[src/logic/cgsr_pkg.sv]
`default_nettype none
package cgsr_pkg;

  // widths of the register port and of the fields it carries
  localparam int ADDR_W = 16;
  localparam int DATA_W = 8;
  localparam int LOSS_N = 4;
  localparam int SEL_W  = 2;

  // register offsets, page zero
  localparam logic [ADDR_W-1:0] OFS_LIVE_STATUS   = 16'h000c;
  localparam logic [ADDR_W-1:0] OFS_INPUT_LOSS    = 16'h000d;
  localparam logic [ADDR_W-1:0] OFS_STICKY_STATUS = 16'h0011;
  localparam logic [ADDR_W-1:0] OFS_STICKY_LOSS   = 16'h0012;
  localparam logic [ADDR_W-1:0] OFS_STATUS_MASKS  = 16'h0017;
  localparam logic [ADDR_W-1:0] OFS_LOSS_MASKS    = 16'h0018;
  localparam logic [ADDR_W-1:0] OFS_SOFT_RESET    = 16'h001c;
  localparam logic [ADDR_W-1:0] OFS_FREQ_STEP     = 16'h001d;
  localparam logic [ADDR_W-1:0] OFS_SYNC_PDN_HARD = 16'h001e;
  localparam logic [ADDR_W-1:0] OFS_REF_SELECT    = 16'h0021;

  // bit positions in the live, sticky and mask bytes
  localparam int BIT_CAL     = 0;
  localparam int BIT_XTAL    = 1;
  localparam int BIT_REFMISS = 2;
  localparam int BIT_UNLOCK  = 3;
  localparam int BIT_TIMEOUT = 5;
  localparam logic [DATA_W-1:0] STATUS_USED = 8'h2f;  // bit 4 unused

  // control bit positions
  localparam int BIT_SOFT_RST  = 0;
  localparam int BIT_STEP_UP   = 0;
  localparam int BIT_STEP_DOWN = 1;
  localparam int BIT_LOW_POWER = 0;
  localparam int BIT_HARD_RST  = 1;
  localparam int BIT_SYNC      = 2;
  localparam int BIT_SEL_SRC   = 0;
  localparam int SEL_LSB       = 1;

  // reset values, and the select code of the crystal pair
  localparam logic [DATA_W-1:0] RST_STATUS_MASKS = 8'h00;
  localparam logic [LOSS_N-1:0] RST_LOSS_MASKS   = 4'h0;
  localparam logic [SEL_W-1:0]  RST_REF_SELECT   = 2'h0;
  localparam logic [SEL_W-1:0]  SEL_CRYSTAL      = 2'h3;

  // live alarm conditions from the analog side
  typedef struct packed {
    logic              calibration_in_progress;
    logic              crystal_input_signal_loss;
    logic              phase_detector_reference_missing;
    logic              pll_unlocked;
    logic              serial_bus_timeout;
    logic [LOSS_N-1:0] per_input_signal_loss;  // [feedback, two, one, zero]
  } cgsr_status_t;

  // one register access from the serial control port
  typedef struct packed {
    logic              wr;
    logic              rd;
    logic [ADDR_W-1:0] addr;
    logic [DATA_W-1:0] wdata;
  } cgsr_reg_req_t;

  // controls towards the clock path
  typedef struct packed {
    logic             soft_reset;
    logic             divider_sync;
    logic             frequency_step_up;
    logic             frequency_step_down;
    logic             low_power_request;
    logic             hard_reset;
    logic             nvm_reload;
    logic [SEL_W-1:0] ref_select;
  } cgsr_ctrl_t;

  typedef enum logic [2:0] {
    ST_RUN  = 3'b001,
    ST_SOFT = 3'b010,
    ST_HARD = 3'b100
  } cgsr_seq_t;

endpackage
`default_nettype wire

[src/logic/cgsr_regs.sv]
`default_nettype none
// Function
// - live bit 0 shows calibration running
// - live bit 1 shows crystal pin signal loss
// - live bit 2 shows phase detector reference missing
// - live bit 3 shows loop out of lock
// - live bit 5 shows bus timeout; bit 4 unused
// - four live per-input loss bits, feedback on bit 3
// - per-input loss bits follow input, never latch
// - sticky status flags, cleared by writing zero
// - sticky per-input flags, zero clears each one
// - status mask bit one blocks that flag
// - masked flags still latch normally
// - per-input mask bit one blocks that flag
// - soft reset write one resets logic, keeps config
// - soft reset bit clears itself
// - soft reset realigns all output clocks
// - step-up strobe rising edge steps frequency up
// - step-down strobe rising edge steps frequency down
// - low power while power-down bit is one
// - hard reset acts like power-up, reloads config
// - sync strobe realigns all output dividers
// - reference select from pins or register field
module cgsr_regs (
  input  wire logic                    ref_clk,
  input  wire logic                    rst_n,
  input  wire cgsr_pkg::cgsr_reg_req_t reg_req,
  output logic [cgsr_pkg::DATA_W-1:0]  reg_rdata,
  output logic                         reg_rvalid,
  input  wire cgsr_pkg::cgsr_status_t  status_pins,
  input  wire logic [cgsr_pkg::SEL_W-1:0] sel_pins,
  output var cgsr_pkg::cgsr_ctrl_t     ctrl,
  output logic                         intr_n
);
  import cgsr_pkg::*;

  typedef struct packed {
    logic [DATA_W-1:0] sticky_status;
    logic [LOSS_N-1:0] sticky_loss;
    logic [DATA_W-1:0] status_masks;
    logic [LOSS_N-1:0] loss_masks;
    logic [1:0]        step_strobes;
    logic              sync_strobe;
    logic              low_power;
    logic              hard_bit;
    logic              sel_src;
    logic [SEL_W-1:0]  sel_field;
    cgsr_seq_t         seq;
    cgsr_ctrl_t        ctrl;
    logic              intr_n;
    logic [DATA_W-1:0] rdata;
    logic              rvalid;
  } cgsr_state_t;

  cgsr_state_t  st_reg;
  cgsr_state_t  st_next;
  cgsr_status_t live;
  logic [SEL_W-1:0] pins_sel;

  // every alarm and select pin crosses from outside on two flops
  cgsr_sync #(
    .W ($bits(cgsr_status_t) + SEL_W)
  ) u_sync (
    .ref_clk (ref_clk),
    .rst_n   (rst_n),
    .d_async ({status_pins, sel_pins}),
    .q       ({live, pins_sel})
  );

  // address decode for the write path; the read path decodes with its own case
  function automatic logic hit(input logic [ADDR_W-1:0] a, input logic [ADDR_W-1:0] ofs);
    hit = (a == ofs);
  endfunction

  // live status byte, unused bits read zero
  function automatic logic [DATA_W-1:0] live_byte(input cgsr_status_t s);
    logic [DATA_W-1:0] r;
    r              = '0;
    r[BIT_CAL]     = s.calibration_in_progress;
    r[BIT_XTAL]    = s.crystal_input_signal_loss;
    r[BIT_REFMISS] = s.phase_detector_reference_missing;
    r[BIT_UNLOCK]  = s.pll_unlocked;
    r[BIT_TIMEOUT] = s.serial_bus_timeout;
    live_byte      = r;
  endfunction

  logic              wr_sticky_s;
  logic              wr_sticky_l;
  logic              wr_ctrl;
  logic              soft_go;
  logic              hold_cfg;
  logic [DATA_W-1:0] live_now;
  logic [DATA_W-1:0] loss_byte;

  // next state of the whole bank
  always_comb begin
    st_next     = st_reg;
    live_now    = live_byte(live);
    loss_byte   = {{(DATA_W-LOSS_N){1'b0}}, live.per_input_signal_loss};
    wr_sticky_s = reg_req.wr && hit(reg_req.addr, OFS_STICKY_STATUS);
    wr_sticky_l = reg_req.wr && hit(reg_req.addr, OFS_STICKY_LOSS);
    wr_ctrl     = reg_req.wr && hit(reg_req.addr, OFS_SYNC_PDN_HARD);
    // a soft reset is ignored while one is running or a hard reset holds
    soft_go     = reg_req.wr && hit(reg_req.addr, OFS_SOFT_RESET)
                  && reg_req.wdata[BIT_SOFT_RST] && (st_reg.seq == ST_RUN);
    hold_cfg    = (st_reg.seq == ST_HARD);

    // hard reset bit stays until software writes it back to zero
    if (wr_ctrl) begin
      st_next.low_power = reg_req.wdata[BIT_LOW_POWER];
      st_next.hard_bit  = reg_req.wdata[BIT_HARD_RST];
    end

    // reset sequencer
    case (st_reg.seq)
      ST_RUN: begin
        if (st_next.hard_bit) begin
          st_next.seq = ST_HARD;
        end else if (soft_go) begin
          st_next.seq = ST_SOFT;
        end
      end
      ST_SOFT: begin
        st_next.seq = st_next.hard_bit ? ST_HARD : ST_RUN;
      end
      ST_HARD: begin
        if (!st_next.hard_bit) begin
          st_next.seq = ST_RUN;
        end
      end
      default: begin
        st_next.seq = ST_RUN;
      end
    endcase

    // sticky flags: software clears with zeros, a live alarm in the same cycle wins
    if (wr_sticky_s) begin
      st_next.sticky_status = st_reg.sticky_status & reg_req.wdata;
    end
    if (wr_sticky_l) begin
      st_next.sticky_loss = st_reg.sticky_loss & reg_req.wdata[LOSS_N-1:0];
    end
    if (soft_go || hold_cfg) begin
      st_next.sticky_status = '0;
      st_next.sticky_loss   = '0;
    end
    // flags latch whatever the masks say
    st_next.sticky_status = (st_next.sticky_status | live_now) & STATUS_USED;
    st_next.sticky_loss   = st_next.sticky_loss | live.per_input_signal_loss;

    // plain configuration, held at reset values during hard reset
    if (reg_req.wr && hit(reg_req.addr, OFS_STATUS_MASKS)) begin
      st_next.status_masks = reg_req.wdata & STATUS_USED;
    end
    if (reg_req.wr && hit(reg_req.addr, OFS_LOSS_MASKS)) begin
      st_next.loss_masks = reg_req.wdata[LOSS_N-1:0];
    end
    if (reg_req.wr && hit(reg_req.addr, OFS_REF_SELECT)) begin
      st_next.sel_src   = reg_req.wdata[BIT_SEL_SRC];
      st_next.sel_field = reg_req.wdata[SEL_LSB +: SEL_W];
    end
    if (hold_cfg) begin
      st_next.status_masks = RST_STATUS_MASKS;
      st_next.loss_masks   = RST_LOSS_MASKS;
      st_next.sel_src      = 1'b0;
      st_next.sel_field    = RST_REF_SELECT;
    end

    // self-clearing strobes live for one cycle after the write
    st_next.step_strobes = '0;
    st_next.sync_strobe  = 1'b0;
    if (reg_req.wr && hit(reg_req.addr, OFS_FREQ_STEP)) begin
      st_next.step_strobes = reg_req.wdata[BIT_STEP_DOWN:BIT_STEP_UP];
    end
    if (wr_ctrl) begin
      st_next.sync_strobe = reg_req.wdata[BIT_SYNC];
    end

    // controls towards the clock path, all registered
    st_next.ctrl.soft_reset          = (st_next.seq == ST_SOFT);
    // soft reset also realigns the outputs, same as an explicit sync
    st_next.ctrl.divider_sync        = st_next.sync_strobe | st_next.ctrl.soft_reset;
    // only a zero-to-one edge steps, so a held one gives one step
    st_next.ctrl.frequency_step_up   = st_next.step_strobes[BIT_STEP_UP]
                                       & ~st_reg.step_strobes[BIT_STEP_UP];
    st_next.ctrl.frequency_step_down = st_next.step_strobes[BIT_STEP_DOWN]
                                       & ~st_reg.step_strobes[BIT_STEP_DOWN];
    st_next.ctrl.low_power_request   = st_next.low_power;
    st_next.ctrl.hard_reset          = st_next.hard_bit;
    st_next.ctrl.nvm_reload          = st_next.hard_bit & ~st_reg.hard_bit;
    // value 3 of the field picks the crystal pair
    st_next.ctrl.ref_select          = st_reg.sel_src ? st_reg.sel_field : pins_sel;

    // interrupt pin low while any unmasked sticky flag stands
    st_next.intr_n = ~(|(st_next.sticky_status & ~st_next.status_masks)
                       | |(st_next.sticky_loss & ~st_next.loss_masks));

    // read port answers one cycle after the request, unmapped reads zero
    st_next.rvalid = reg_req.rd;
    st_next.rdata  = '0;
    if (reg_req.rd) begin
      case (reg_req.addr)
        OFS_LIVE_STATUS:   st_next.rdata = live_now;
        OFS_INPUT_LOSS:    st_next.rdata = loss_byte;
        OFS_STICKY_STATUS: st_next.rdata = st_reg.sticky_status;
        OFS_STICKY_LOSS:   st_next.rdata = {{(DATA_W-LOSS_N){1'b0}}, st_reg.sticky_loss};
        OFS_STATUS_MASKS:  st_next.rdata = st_reg.status_masks;
        OFS_LOSS_MASKS:    st_next.rdata = {{(DATA_W-LOSS_N){1'b0}}, st_reg.loss_masks};
        OFS_SOFT_RESET:    st_next.rdata = '0;
        OFS_FREQ_STEP:     st_next.rdata = {{(DATA_W-2){1'b0}}, st_reg.step_strobes};
        OFS_SYNC_PDN_HARD: st_next.rdata = {{(DATA_W-3){1'b0}}, st_reg.sync_strobe,
                                            st_reg.hard_bit, st_reg.low_power};
        OFS_REF_SELECT:    st_next.rdata = {{(DATA_W-SEL_W-1){1'b0}}, st_reg.sel_field,
                                            st_reg.sel_src};
        default:           st_next.rdata = '0;
      endcase
    end
  end

  // single register stage for the whole bank
  always_ff @(posedge ref_clk or negedge rst_n) begin
    if (!rst_n) begin
      st_reg              <= '0;
      st_reg.status_masks <= RST_STATUS_MASKS;
      st_reg.loss_masks   <= RST_LOSS_MASKS;
      st_reg.sel_field    <= RST_REF_SELECT;
      st_reg.seq          <= ST_RUN;
      st_reg.intr_n       <= 1'b1;
    end else begin
      st_reg <= st_next;
    end
  end

  assign ctrl       = st_reg.ctrl;
  assign intr_n     = st_reg.intr_n;
  assign reg_rdata  = st_reg.rdata;
  assign reg_rvalid = st_reg.rvalid;

  // a read of the live byte returns the calibration level of that cycle
  property p_live_cal;
    @(posedge ref_clk) disable iff (!rst_n)
      (reg_req.rd && reg_req.addr == OFS_LIVE_STATUS)
      |=> (reg_rdata[BIT_CAL] == $past(live.calibration_in_progress)) && reg_rvalid;
  endproperty
  a_live_cal: assert property (p_live_cal) else $error("live calibration bit wrong");

  // per-input loss reads are the present condition, not latched
  property p_loss_live;
    @(posedge ref_clk) disable iff (!rst_n)
      (reg_req.rd && reg_req.addr == OFS_INPUT_LOSS)
      |=> reg_rdata == {4'h0, $past(live.per_input_signal_loss)};
  endproperty
  a_loss_live: assert property (p_loss_live) else $error("loss read not live");

  // a live unlock latches its flag on the next edge, even when masked
  property p_unlock_sticks;
    @(posedge ref_clk) disable iff (!rst_n)
      live.pll_unlocked |=> st_reg.sticky_status[BIT_UNLOCK];
  endproperty
  a_unlock_sticks: assert property (p_unlock_sticks) else $error("unlock flag missed");

  // writing zero to one loss flag with no alarm leaves the others alone
  property p_loss_clear_one;
    @(posedge ref_clk) disable iff (!rst_n)
      (wr_sticky_l && reg_req.wdata[3:0] == 4'he && live.per_input_signal_loss == 4'h0
       && st_reg.seq == ST_RUN)
      |=> !st_reg.sticky_loss[0] && (st_reg.sticky_loss[3:1] == $past(st_reg.sticky_loss[3:1]));
  endproperty
  a_loss_clear_one: assert property (p_loss_clear_one) else $error("loss clear wrong");

  // interrupt pin matches the unmasked flags
  property p_intr;
    @(posedge ref_clk) disable iff (!rst_n)
      !intr_n == (|(st_reg.sticky_status & ~st_reg.status_masks)
                  || |(st_reg.sticky_loss & ~st_reg.loss_masks));
  endproperty
  a_intr: assert property (p_intr) else $error("interrupt pin wrong");

  // soft reset is a single pulse and brings a divider sync
  property p_soft_pulse;
    @(posedge ref_clk) disable iff (!rst_n)
      (soft_go && !st_next.hard_bit) |=> ctrl.soft_reset && ctrl.divider_sync ##1 !ctrl.soft_reset;
  endproperty
  a_soft_pulse: assert property (p_soft_pulse) else $error("soft reset pulse wrong");

  // writing one to step-up after a quiet cycle gives one step pulse
  property p_step_up;
    @(posedge ref_clk) disable iff (!rst_n)
      (reg_req.wr && reg_req.addr == OFS_FREQ_STEP && reg_req.wdata[BIT_STEP_UP]
       && !st_reg.step_strobes[BIT_STEP_UP])
      |=> ctrl.frequency_step_up ##1 !ctrl.frequency_step_up;
  endproperty
  a_step_up: assert property (p_step_up) else $error("step up pulse wrong");

  // low power follows the written bit
  property p_low_power;
    @(posedge ref_clk) disable iff (!rst_n)
      wr_ctrl |=> ctrl.low_power_request == $past(reg_req.wdata[0]);
  endproperty
  a_low_power: assert property (p_low_power) else $error("low power wrong");

  // while hard reset holds, masks sit at their reset value
  property p_hard_hold;
    @(posedge ref_clk) disable iff (!rst_n)
      (st_reg.seq == ST_HARD) |=> st_reg.status_masks == RST_STATUS_MASKS;
  endproperty
  a_hard_hold: assert property (p_hard_hold) else $error("hard reset hold wrong");

  // selection source follows the control bit
  property p_ref_sel;
    @(posedge ref_clk) disable iff (!rst_n)
      1'b1 |=> ctrl.ref_select == ($past(st_reg.sel_src) ? $past(st_reg.sel_field)
                                                          : $past(pins_sel));
  endproperty
  a_ref_sel: assert property (p_ref_sel) else $error("reference select wrong");

  // writing one to step-down after a quiet cycle gives one step pulse
  property p_step_down;
    @(posedge ref_clk) disable iff (!rst_n)
      (reg_req.wr && reg_req.addr == OFS_FREQ_STEP && reg_req.wdata[BIT_STEP_DOWN]
       && !st_reg.step_strobes[BIT_STEP_DOWN])
      |=> ctrl.frequency_step_down ##1 !ctrl.frequency_step_down;
  endproperty
  a_step_down: assert property (p_step_down) else $error("step down pulse wrong");

  // the sync bit gives a divider realign pulse on the next edge
  property p_sync_pulse;
    @(posedge ref_clk) disable iff (!rst_n)
      (wr_ctrl && reg_req.wdata[BIT_SYNC]) |=> ctrl.divider_sync && st_reg.sync_strobe;
  endproperty
  a_sync_pulse: assert property (p_sync_pulse) else $error("sync pulse wrong");

  // setting the hard bit asks for one reload and then holds the reset level
  property p_reload;
    @(posedge ref_clk) disable iff (!rst_n)
      (wr_ctrl && reg_req.wdata[BIT_HARD_RST] && !st_reg.hard_bit)
      |=> ctrl.nvm_reload && ctrl.hard_reset ##1 !ctrl.nvm_reload;
  endproperty
  a_reload: assert property (p_reload) else $error("hard reset reload wrong");

  // a masked crystal alarm still latches its flag, only the pin is blocked
  property p_masked_latch;
    @(posedge ref_clk) disable iff (!rst_n)
      (live.crystal_input_signal_loss && st_reg.status_masks[BIT_XTAL])
      |=> st_reg.sticky_status[BIT_XTAL];
  endproperty
  a_masked_latch: assert property (p_masked_latch) else $error("masked flag not latched");

endmodule
`default_nettype wire

[src/logic/cgsr_sync.sv]
`default_nettype none
module cgsr_sync #(
  parameter int W = 1
) (
  input  wire logic         ref_clk,
  input  wire logic         rst_n,
  input  wire logic [W-1:0] d_async,
  output logic      [W-1:0] q
);
  typedef struct packed {
    logic [W-1:0] meta;
    logic [W-1:0] held;
  } cgsr_sync_st_t;

  cgsr_sync_st_t st_reg;
  cgsr_sync_st_t st_next;

  // meta is read only by held, never by logic
  always_comb begin
    st_next.meta = d_async;
    st_next.held = st_reg.meta;
  end

  always_ff @(posedge ref_clk or negedge rst_n) begin
    if (!rst_n) begin
      st_reg <= '0;
    end else begin
      st_reg <= st_next;
    end
  end

  assign q = st_reg.held;
endmodule
`default_nettype wire

[config.mk]
export PLATFORM = sky130hd
export DESIGN_NAME = cgsr_regs
export DESIGN_NICKNAME = d
export VERILOG_FILES = /design/src/logic/cgsr_pkg.sv /design/src/logic/cgsr_regs.sv /design/src/logic/cgsr_sync.sv
export SDC_FILE = /design/constraint.sdc
export NUM_CORES = 1
export LEC_CHECK = 0
export ABC_AREA = 1
export ABC_CLOCK_PERIOD_IN_PS = 4500
export BUFFER_PORTS_ARGS = -buffer_cell sky130_fd_sc_hd__buf_2
export CORE_MARGIN = 2
export CORE_UTILIZATION = 45
export DETAILED_ROUTE_END_ITERATION = 7
export PLACE_DENSITY = 0.66
export REMOVE_ABC_BUFFERS = 1
export SLEW_MARGIN = 40
export SYNTH_ARGS = -nofsm -noshare
export SYNTH_HDL_FRONTEND = slang
export SYNTH_SLANG_ARGS = --single-unit
[constraint.sdc]
create_clock -name ref_clk -period 4.5 [get_ports ref_clk]
set_input_delay 0.9 -clock ref_clk [delete_from_list [all_inputs] [get_ports ref_clk]]
set_output_delay 0.9 -clock ref_clk [all_outputs]
set_load 0.01 [all_outputs]
Word-level counts from Yosys, hierarchy flattened

Cells that the tools add are included.

Register bits: 71
Input port bits: 39
Word-level logic and storage cells: 86

Equality and inequality tests: 14
Muxes and demuxes: 19
Bitwise gates (word level): 17
Reductions and logical operators: 14

Operators by type and width:

| cell                | number |
|---|---|
| $eq 16x5->1 const B | 7 |
| $pmux 8 s9          | 1 |
| $eq 16x4->1 const B | 2 |
| $mux 3              | 6 |
| $eq 16x6->1 const B | 1 |
| $mux 8              | 2 |
| $mux 12             | 1 |
| $logic_and 1x1->1   | 10 |
| $mux 10             | 1 |
| $pmux 3 s3          | 1 |
| $and 4x4->4         | 2 |
| $and 6x8->8         | 1 |
| $mux 4              | 2 |
| $not 8->8           | 1 |
| $reduce_or 8->1     | 1 |
| $and 6x6->6         | 1 |
| $eq 3x2->1 const B  | 2 |
| $mux 6              | 1 |
| $or 6x6->6          | 1 |
| $mux 2              | 2 |
| $not 1->1           | 4 |
| $not 4->4           | 1 |
| $or 4x4->4          | 1 |
| $reduce_or 4->1     | 1 |
| other kinds (7)     | 11 |

Longest topological paths before layout

Gate-level depths: netlist (run 1).

Word-level depth: 11
Gate-level depth with buffers: 14

By module

From an unflattened synthesis (run 1), not the netlist that was laid out.

Cell total of the unflattened synthesis: 361
Area, all modules: 3245.6 um^2

By module, submodules not included:

| module    | instances | cells each | area each (um^2) | sequential area each (um^2) |
|---|---|---|---|---|
| cgsr_regs | 1         | 339        | 2695.1           | 1228.7 |
| cgsr_sync | 1         | 22         | 550.5            | 550.5 |

Least setup slack after synthesis (run 1)

OpenSTA, ideal clock, no wires.

Path type: input to register
From: input port reg_req[12] (netlist name)
To: register st_reg, in the netlist reg_rdata[0]
Library setup time: 132 ps
Arrival: 1941 ps
Required time: 4368 ps
Slack: 2427 ps
Stages on the path: 10
Buffers on the path: 0
Path through: inv_1 > nor2_2 > nand2_4 > inv_2 > nand2_2 > nor2_2 > inv_1 > nand2_1 > o31ai_4 > nor2_1

RTL lines:

| element              | RTL line         | text |
|---|---|---|
| start, declared      | cgsr_regs.sv:27  | `input wire cgsr_pkg::cgsr_reg_req_t reg_req,` |
| end signal, assigned | cgsr_regs.sv:230 | `st_reg <= st_next;` |
| end, declared        | cgsr_regs.sv:55  | `cgsr_state_t st_reg;` |

==> results.yml, run 1 <==
layout:
  layout.nets: 449
  final_common_cell: "nand2_1"
  drive_gt1_share_pct: 24.34
  largest_reg_flops: 30
  utilization_pct: 53.48
  n_antenna_cell: 0
  nFillCells: 649
  fin_area_um2: 3674
  area_growth_pct: 13.18
  stdcell_count: 511
  final_cell_mix: "nand2_1, dfrtp_1, buf_2"
global_routing:
  antenna_found_initial: 0
  grt_start_max_net_pins: 49
  grt_pass1_vias: 2346
  grt_pass1_wl_um: 11690
  track_usage_pct: 19.75
  grt_overflow: 0
worst_setup_path:
  required_ns: 4.77
  cp_max_fo: 20
  worstSetupStartpoint: "reg_req[23]"
  cpPeakStageDelay_ns: 0.44
  start_kind: "input port"
  reg2reg_from: "st_reg[19]$_DFF_PN1_"
  critPathKind: "input port to register"
  path_cells: "buf_2 > nor2_1 > nand2_1 > nor2_2 > buf_4 > nand2_2 > nor2_1 > inv_1 > nand3_1 > o31ai_4 > nor2_1"
  arrival_ns: 2.57
  crit_path_end_kind: "register"
  rrSetupSlack_ns: 2.72
  crit_path_frequent_cell: "nor2_1"
  r2r-end: "intr_n$_DFF_PN1_"
  worst_r2r_path_depth: 12
  slowest_stage: "nor2_1"
drt:
  wl_per_cell_um: 14.00
  drt_first_iter_violations: 239
  avgViaCountPerCell: 4.900
  vias: 2504
  routed_wirelength_um: 7152
  drcViolationCount: 0
  ant_nets: 0
  first_pass_iters: 4
cts:
  cts_root_buf: "clkbuf_8"
  clock_latency_ns: 0.35
  cts_tree: "done"
  cts.clk_slew.worst_paths_ns: 0.07
  cts_buffers: 9
  postCtsHoldBufs: 0
  clockBufferDepth: 2
  cts_sinks: 71
  postCtsSetupRepairBufs: 0
  ctsResizeCount: 0
  h-tree-depth: 3
yosys:
  synth_adder_area_share_pct: 0
  syn_area_um2: 3246
  ys_warn_count: 0
  yosys.area_share.simple_pct: 25.64
  synth-seq-area-share_pct: 54.82
  yosys.area.top_type: "dfrtp_1"
  ys_seq_elements: 71
  synthXorXnorAreaFrac_pct: 0
  synthDistinctLibCells: 36
  avgSynthCellArea_um2: 8.892
  yosysTopAreaCellShare_pct: 53.20
  synth_top_family_by_area: "simple AND/OR/NAND/NOR gates"
  synth.area.top_cells: "dfrtp_1, nand2_1, inv_1"
  synth_compound_area_share_pct: 7.556
  muxShareOfSynthArea_pct: 0.3470
  netlist_instances: 365
placed_design:
  dp_slack_ns: 1.856
  placed_area_um2: 3483
  dp_cells: 495
  gp_congestion: 0.8825
  io_buffers: 54
  dp_hpwl_um: 5072
timing:
  hold_violations: 0
  timing.final.ws_setup_ns: 2.201
  fin_skew_ns: 0.008075
  slew_violations: 0
  tns_ns: 0
  finalSetupViolations: 0
  worst_slew_pin_slew_ns: 0.5900
  rsz0062_at_grt: "false"
  fin_crit_sh_pct: 51.10
  fin_crit_ns: 2.299
  relSlewSlack_pct: 60.67
  holdWs_ns: 0.3475
  fmax_ghz: 0.4349
power_and_ir_drop:
  clkPwrFrac_pct: 41.5
  p_leak_nw: 1.933
  switchingPower_mw: 0.2730
  seqPwrFrac_pct: 53.9
  intPower_mw: 0.9355
  p_per_area_nw_per_um2: 329.0
  ir_drop_uv: 234.4
  netSwitchingFraction_pct: 22.59
  finalPower_mw: 1.209
  pwr-share-comb_pct: 4.6
status:
  status: "finished clean"
job:
  cap_violations: 0
hold_path:
  hp-class: "register to register"
  hold_depth: 0
  worst_hold_startpoint: "u_sync.st_next[8]$_DFF_PN0_"
  hold_end: "u_sync.q[8]$_DFF_PN0_"
die:
  start_util_pct: 47.25
  rows: 30
  coreArea_um2: 6869
  die_y_um: 88.93
  ios: 58
  chipWidth_um: 88.93
  die_area_um2: 7908
## worst max path at each step
stage	end	cells past startpoint
after floorplan	st_reg[19]$_DFF_PN1_	9
after global placement	reg_rdata[2]$_DFF_PN0_	11
after detailed placement	reg_rdata[0]$_DFF_PN0_	11
after CTS	reg_rdata[0]$_DFF_PN0_	11
after global routing	reg_rdata[1]$_DFF_PN0_	11
final	reg_rdata[0]$_DFF_PN0_	11
## critical path: cells and delay by family
kind	cells	cell delay, ns
and+or+nand+nor	7	1.12
buffers and inverters	3	0.45
AOI/OAI and AO/OA	1	0.12
## power groups by stage
| stage | clock network (mW) | registers [mW] | logic, mW |
|---|---|---|---|
| 2_1_floorplan | 0 | 0.665 | 0.0155 |
| 3_3_place_gp | 0 | 0.664 | 0.0546 |
| 3_5_place_dp | 0 | 0.664 | 0.0558 |
| 4_1_cts | 0.511 | 0.652 | 0.0561 |
| 5_1_grt | 0.539 | 0.653 | 0.0626 |
| 6_report | 0.501 | 0.652 | 0.0552 |
## layer usage
layer  routed length (um)  global-route usage, %  vias up
li1                     -                      -     1236
met1                 3311                  26.81     1169
met2                 3247                  31.14       90
met3                  499                  5.448        9
met4                   92                  6.061        0
met5                    0                      0        -
## layout make-up
class	instances	area [um^2]	area share, %
Clock inverter	4	45.04	1.226
Timing Repair Buffer	56	285.3	7.766
Multi-Input combinational cell	216	1089	29.63
Sequential cell	71	1779	48.43
Inverter	56	210.2	5.722
Tap cell	96	120.1	3.270
Clock buffer	12	145.1	3.951
## synthesized netlist by cell type (all sizes together)
library cell and n:
nor3 5, nand4 9, o31ai 2, and3 1
a22o 1, and2 1, mux2 1, o221ai 1
inv 56, nand2 74, dfrtp 69, a221oi 1
nand3 27, dfstp 2, buf 22, o211ai 2
o22ai 7, a21oi 2, a31oi 1, nor2 58
nor4 2, o21bai 1, o21ai 20
## kinds of logic (layout without fill, tap and decap cells)
group                  Yosys count  after routing
and+or+nand+nor                177            177
AOI/OAI and AO/OA               38             38
DFF                             71             71
buffers and inverters           78            128
muxes                            1              1
Note: power is estimated with default switching activity, not from simulation.
==> run 2: changes to the inputs <==
Settings changed: ABC_AREA 1 to 0, ABC_CLOCK_PERIOD_IN_PS 4500 to 2100, PLACE_DENSITY 0.66 to 0.69.
Clock period 4.5 ns to 2.1 ns, I/O delays scaled along.
==> run 2 against run 1 <==
  * The run now ends with negative setup slack left
  * Core utilization increased by 5.0 points
  * Synthesized cell count down 29%
  * Critical path depth shrank 1
  * Sequential power up 110%
  * First-iteration DRC count decreased by 14%
  * Design area grew 6.4%
  * Largest power group unchanged
  * Highest routed layer unchanged
==> results.yml, run 2 <==
drt:
  first_pass_iters: 5
  avgViaCountPerCell: 5.416
  drt_first_iter_violations: 205
  wl_per_cell_um: 16.55
  ant_nets: 0
  routed.top_layer: "met4"
  routed_wirelength_um: 7199
  drcViolationCount: 0
  vias: 2356
  m1WireLength_um: 3203
  met3_length_um: 305
  wl_met2_um: 3520
power_and_ir_drop:
  p_leak_nw: 1.855
  ir_drop_uv: 425.9
  p_per_area_nw_per_um2: 679.5
layout:
  layout.nets: 389
  fin_area_um2: 3910
  final_common_cell: "dfrtp_1"
  final_cell_mix: "dfrtp_1, buf_2, buf_4"
  drive_gt1_share_pct: 41.41
  n_antenna_cell: 0
  area_growth_pct: 27.86
  nFillCells: 585
  largest_reg_flops: 30
timing:
  fin_crit_ns: 2.146
  fin_crit_sh_pct: 102.2
  fmax_ghz: 0.4659
  relSlewSlack_pct: 54.97
  worst_slew_pin_slew_ns: 0.6714
  finalSetupViolations: 1
  tns_ns: -0.04649
  slew_violations: 0
  hold_violations: 0
  timing.final.ws_setup_ns: -0.04649
  rsz0062_at_grt: "true"
  fin_skew_ns: 0.01082
status:
  status: "finished with violations"
  violations: "negative setup slack"
yosys:
  ys_warn_count: 0
  yosysTopAreaCellShare_pct: 56.46
  async_flop_share_pct: 100.0
  synth.area.top_cells: "dfrtp_1, buf_4, mux2_2"
  ys_seq_elements: 71
  syn_area_um2: 3058
  netlist_instances: 260
  yosys.area.top_type: "dfrtp_1"
  avgSynthCellArea_um2: 11.76
  yosysMostFrequentCell: "dfrtp_1"
  synth-seq-area-share_pct: 58.18
  synth-edff-count: 0
  synthDistinctLibCells: 47
  ys.flop_type: "dfrtp_1"
  synth_commonest_cells: "dfrtp_1, buf_4, nor2_1"
cts:
  postCtsHoldBufs: 0
  h-tree-depth: 3
  cts_tree: "done"
  cts_sinks: 71
  clockBufferDepth: 2
  clock_latency_ns: 0.35
  cts.clk_slew.worst_paths_ns: 0.08
  cts_buffers: 9
  cts_root_buf: "clkbuf_8"
die:
  start_util_pct: 45.77
  chipWidth_um: 86.44
  die_area_um2: 7471
  die_y_um: 86.44
  ios: 58
  rows: 30
  coreArea_um2: 6681
placed_design:
  io_buffers: 54
  dp_hpwl_um: 5153
  gp_congestion: 0.8898
  placed_area_um2: 3622
worst_setup_path:
  cp_num_cells: 10
  arrival_ns: 2.44
  rrSetupSlack_ns: 0.08
  worst_r2r_path_depth: 8
  required_ns: 2.40
  reg2reg_from: "st_reg[19]$_DFF_PN1_"
  start_kind: "input port"
  cp_max_fo: 7
  cp-endpoint: "intr_n$_DFF_PN1_"
  crit_path_frequent_cell: "buf_4"
  path_buf_inv: 3
  path_cells: "buf_2 > or4_4 > buf_4 > nor4_4 > buf_4 > nand3_2 > or2_0 > a31oi_2 > o22ai_1 > and4bb_1"
  slowest_stage: "or4_4"
  critPathTopFamily: "simple AND/OR/NAND/NOR gates"
  worstSetupStartpoint: "reg_req[15]"
  cpPeakStageDelay_ns: 0.60
  crit_path_end_kind: "register"
  critPathKind: "input port to register"
  r2r-end: "intr_n$_DFF_PN1_"
job:
  cap_violations: 0
global_routing:
  grt_overflow: 0
  grt_start_max_net_pins: 72
  track_usage_pct: 21.12
  grt_pass1_vias: 2437
  antenna_found_initial: 0
  grt_pass1_wl_um: 11940
hold_path:
  hp-class: "input port to asynchronous set/reset pin"
-- run 2: cell count changes after synthesis, sizes merged, moves of 6 or more --
cell | previous run | this run
a21oi | 2 | 8
and3 | 1 | 9
a22oi | 0 | 6
inv | 56 | 11
nor2 | 58 | 17
nand4 | 9 | 3
mux2 | 1 | 7
nand3 | 27 | 11
o21ai | 20 | 8
nand2 | 74 | 8
mux2i | 0 | 6
a31oi | 1 | 12
-- run 2: repair_timing --
item / 4_1_cts / 5_1_grt
endpoints found under the setup margin: 5 / 13
setup buffers: 2 / 1
gates resized for setup: 7 / 6
pin swaps: 9 / 6
-- run 2: worst register-to-register path, stage by stage (launching register included) --
cell,delay [ns]
dfstp_2,0.57
nand4b_1,0.11
nor4_1,0.26
a41oi_1,0.16
buf_4,0.20
a31oi_1,0.26
o22ai_1,0.11
nor2_1,0.11
and4bb_1,0.19
-- run 2: cell type report --
cell class | count | area [um^2] | share of cell area, %
multi-input combinational | 154 | 1132 | 28.96
inverter | 11 | 41.29 | 1.056
clock buffer | 12 | 145.1 | 3.712
sequential | 71 | 1779 | 45.50
timing repair buffer | 103 | 656.9 | 16.80
tap | 80 | 100.1 | 2.560
clock inverter | 4 | 55.05 | 1.408
-- run 2: worst min path at each step --
stage | endpoint | depth (start not counted) | slack (ns)
2_1_floorplan | ctrl[0]$_DFF_PN0_ | 0 | 0.12
3_3_place_gp | u_sync.q[10]$_DFF_PN0_ | 0 | 0.33
3_5_place_dp | u_sync.q[3]$_DFF_PN0_ | 0 | 0.34
4_1_cts | u_sync.st_next[8]$_DFF_PN0_ | 2 | 0.10
5_1_grt | u_sync.st_next[8]$_DFF_PN0_ | 2 | 0.11
6_report | u_sync.st_next[8]$_DFF_PN0_ | 2 | 0.08
-- run 2: power breakdown --
| part | internal (mW) | leakage [nW] | switching, mW | total (mW) |
|---|---|---|---|---|
| Sequential | 1.39 | 0.880 | 0.00980 | 1.40 |
| Combinational | 0.0729 | 0.878 | 0.0923 | 0.165 |
| Clock | 0.586 | 0.0968 | 0.505 | 1.09 |
| Total | 2.05 | 1.85 | 0.607 | 2.66 |
-- run 2: per-layer routing --
metal | vias to the layer above | global-route usage (%)
met5 | - | 0
met4 | 0 | 9.943
met3 | 13 | 4.667
met2 | 66 | 33.92
met1 | 1160 | 27.31
li1 | 1117 | -
-- run 2: through the flow --
stage	setup WS (ns)	cells	hold slack (ns)	power (mW)	util, %
detailed placement	-0.5007	416	0.3355	1.588	54.21
global route	-0.1378	435	0.1063	2.754	58.52
finish	-0.04649	435	0.07798	2.657	58.52
CTS	-0.002286	434	0.1002	2.670	57.92
global placement	-0.4294	416	0.3320	1.584	54.14
floorplan	-0.2498	236	0.1244	1.466	-
-- run 2: logic make-up after synthesis --
logic type | Yosys count | share of synthesized area [%]
flops | 71 | 58.18
compound gates | 49 | 10.68
buf+inv | 35 | 6.874
mux | 13 | 4.542
xor+xnor | 2 | 0.5729
simple gates | 90 | 19.15
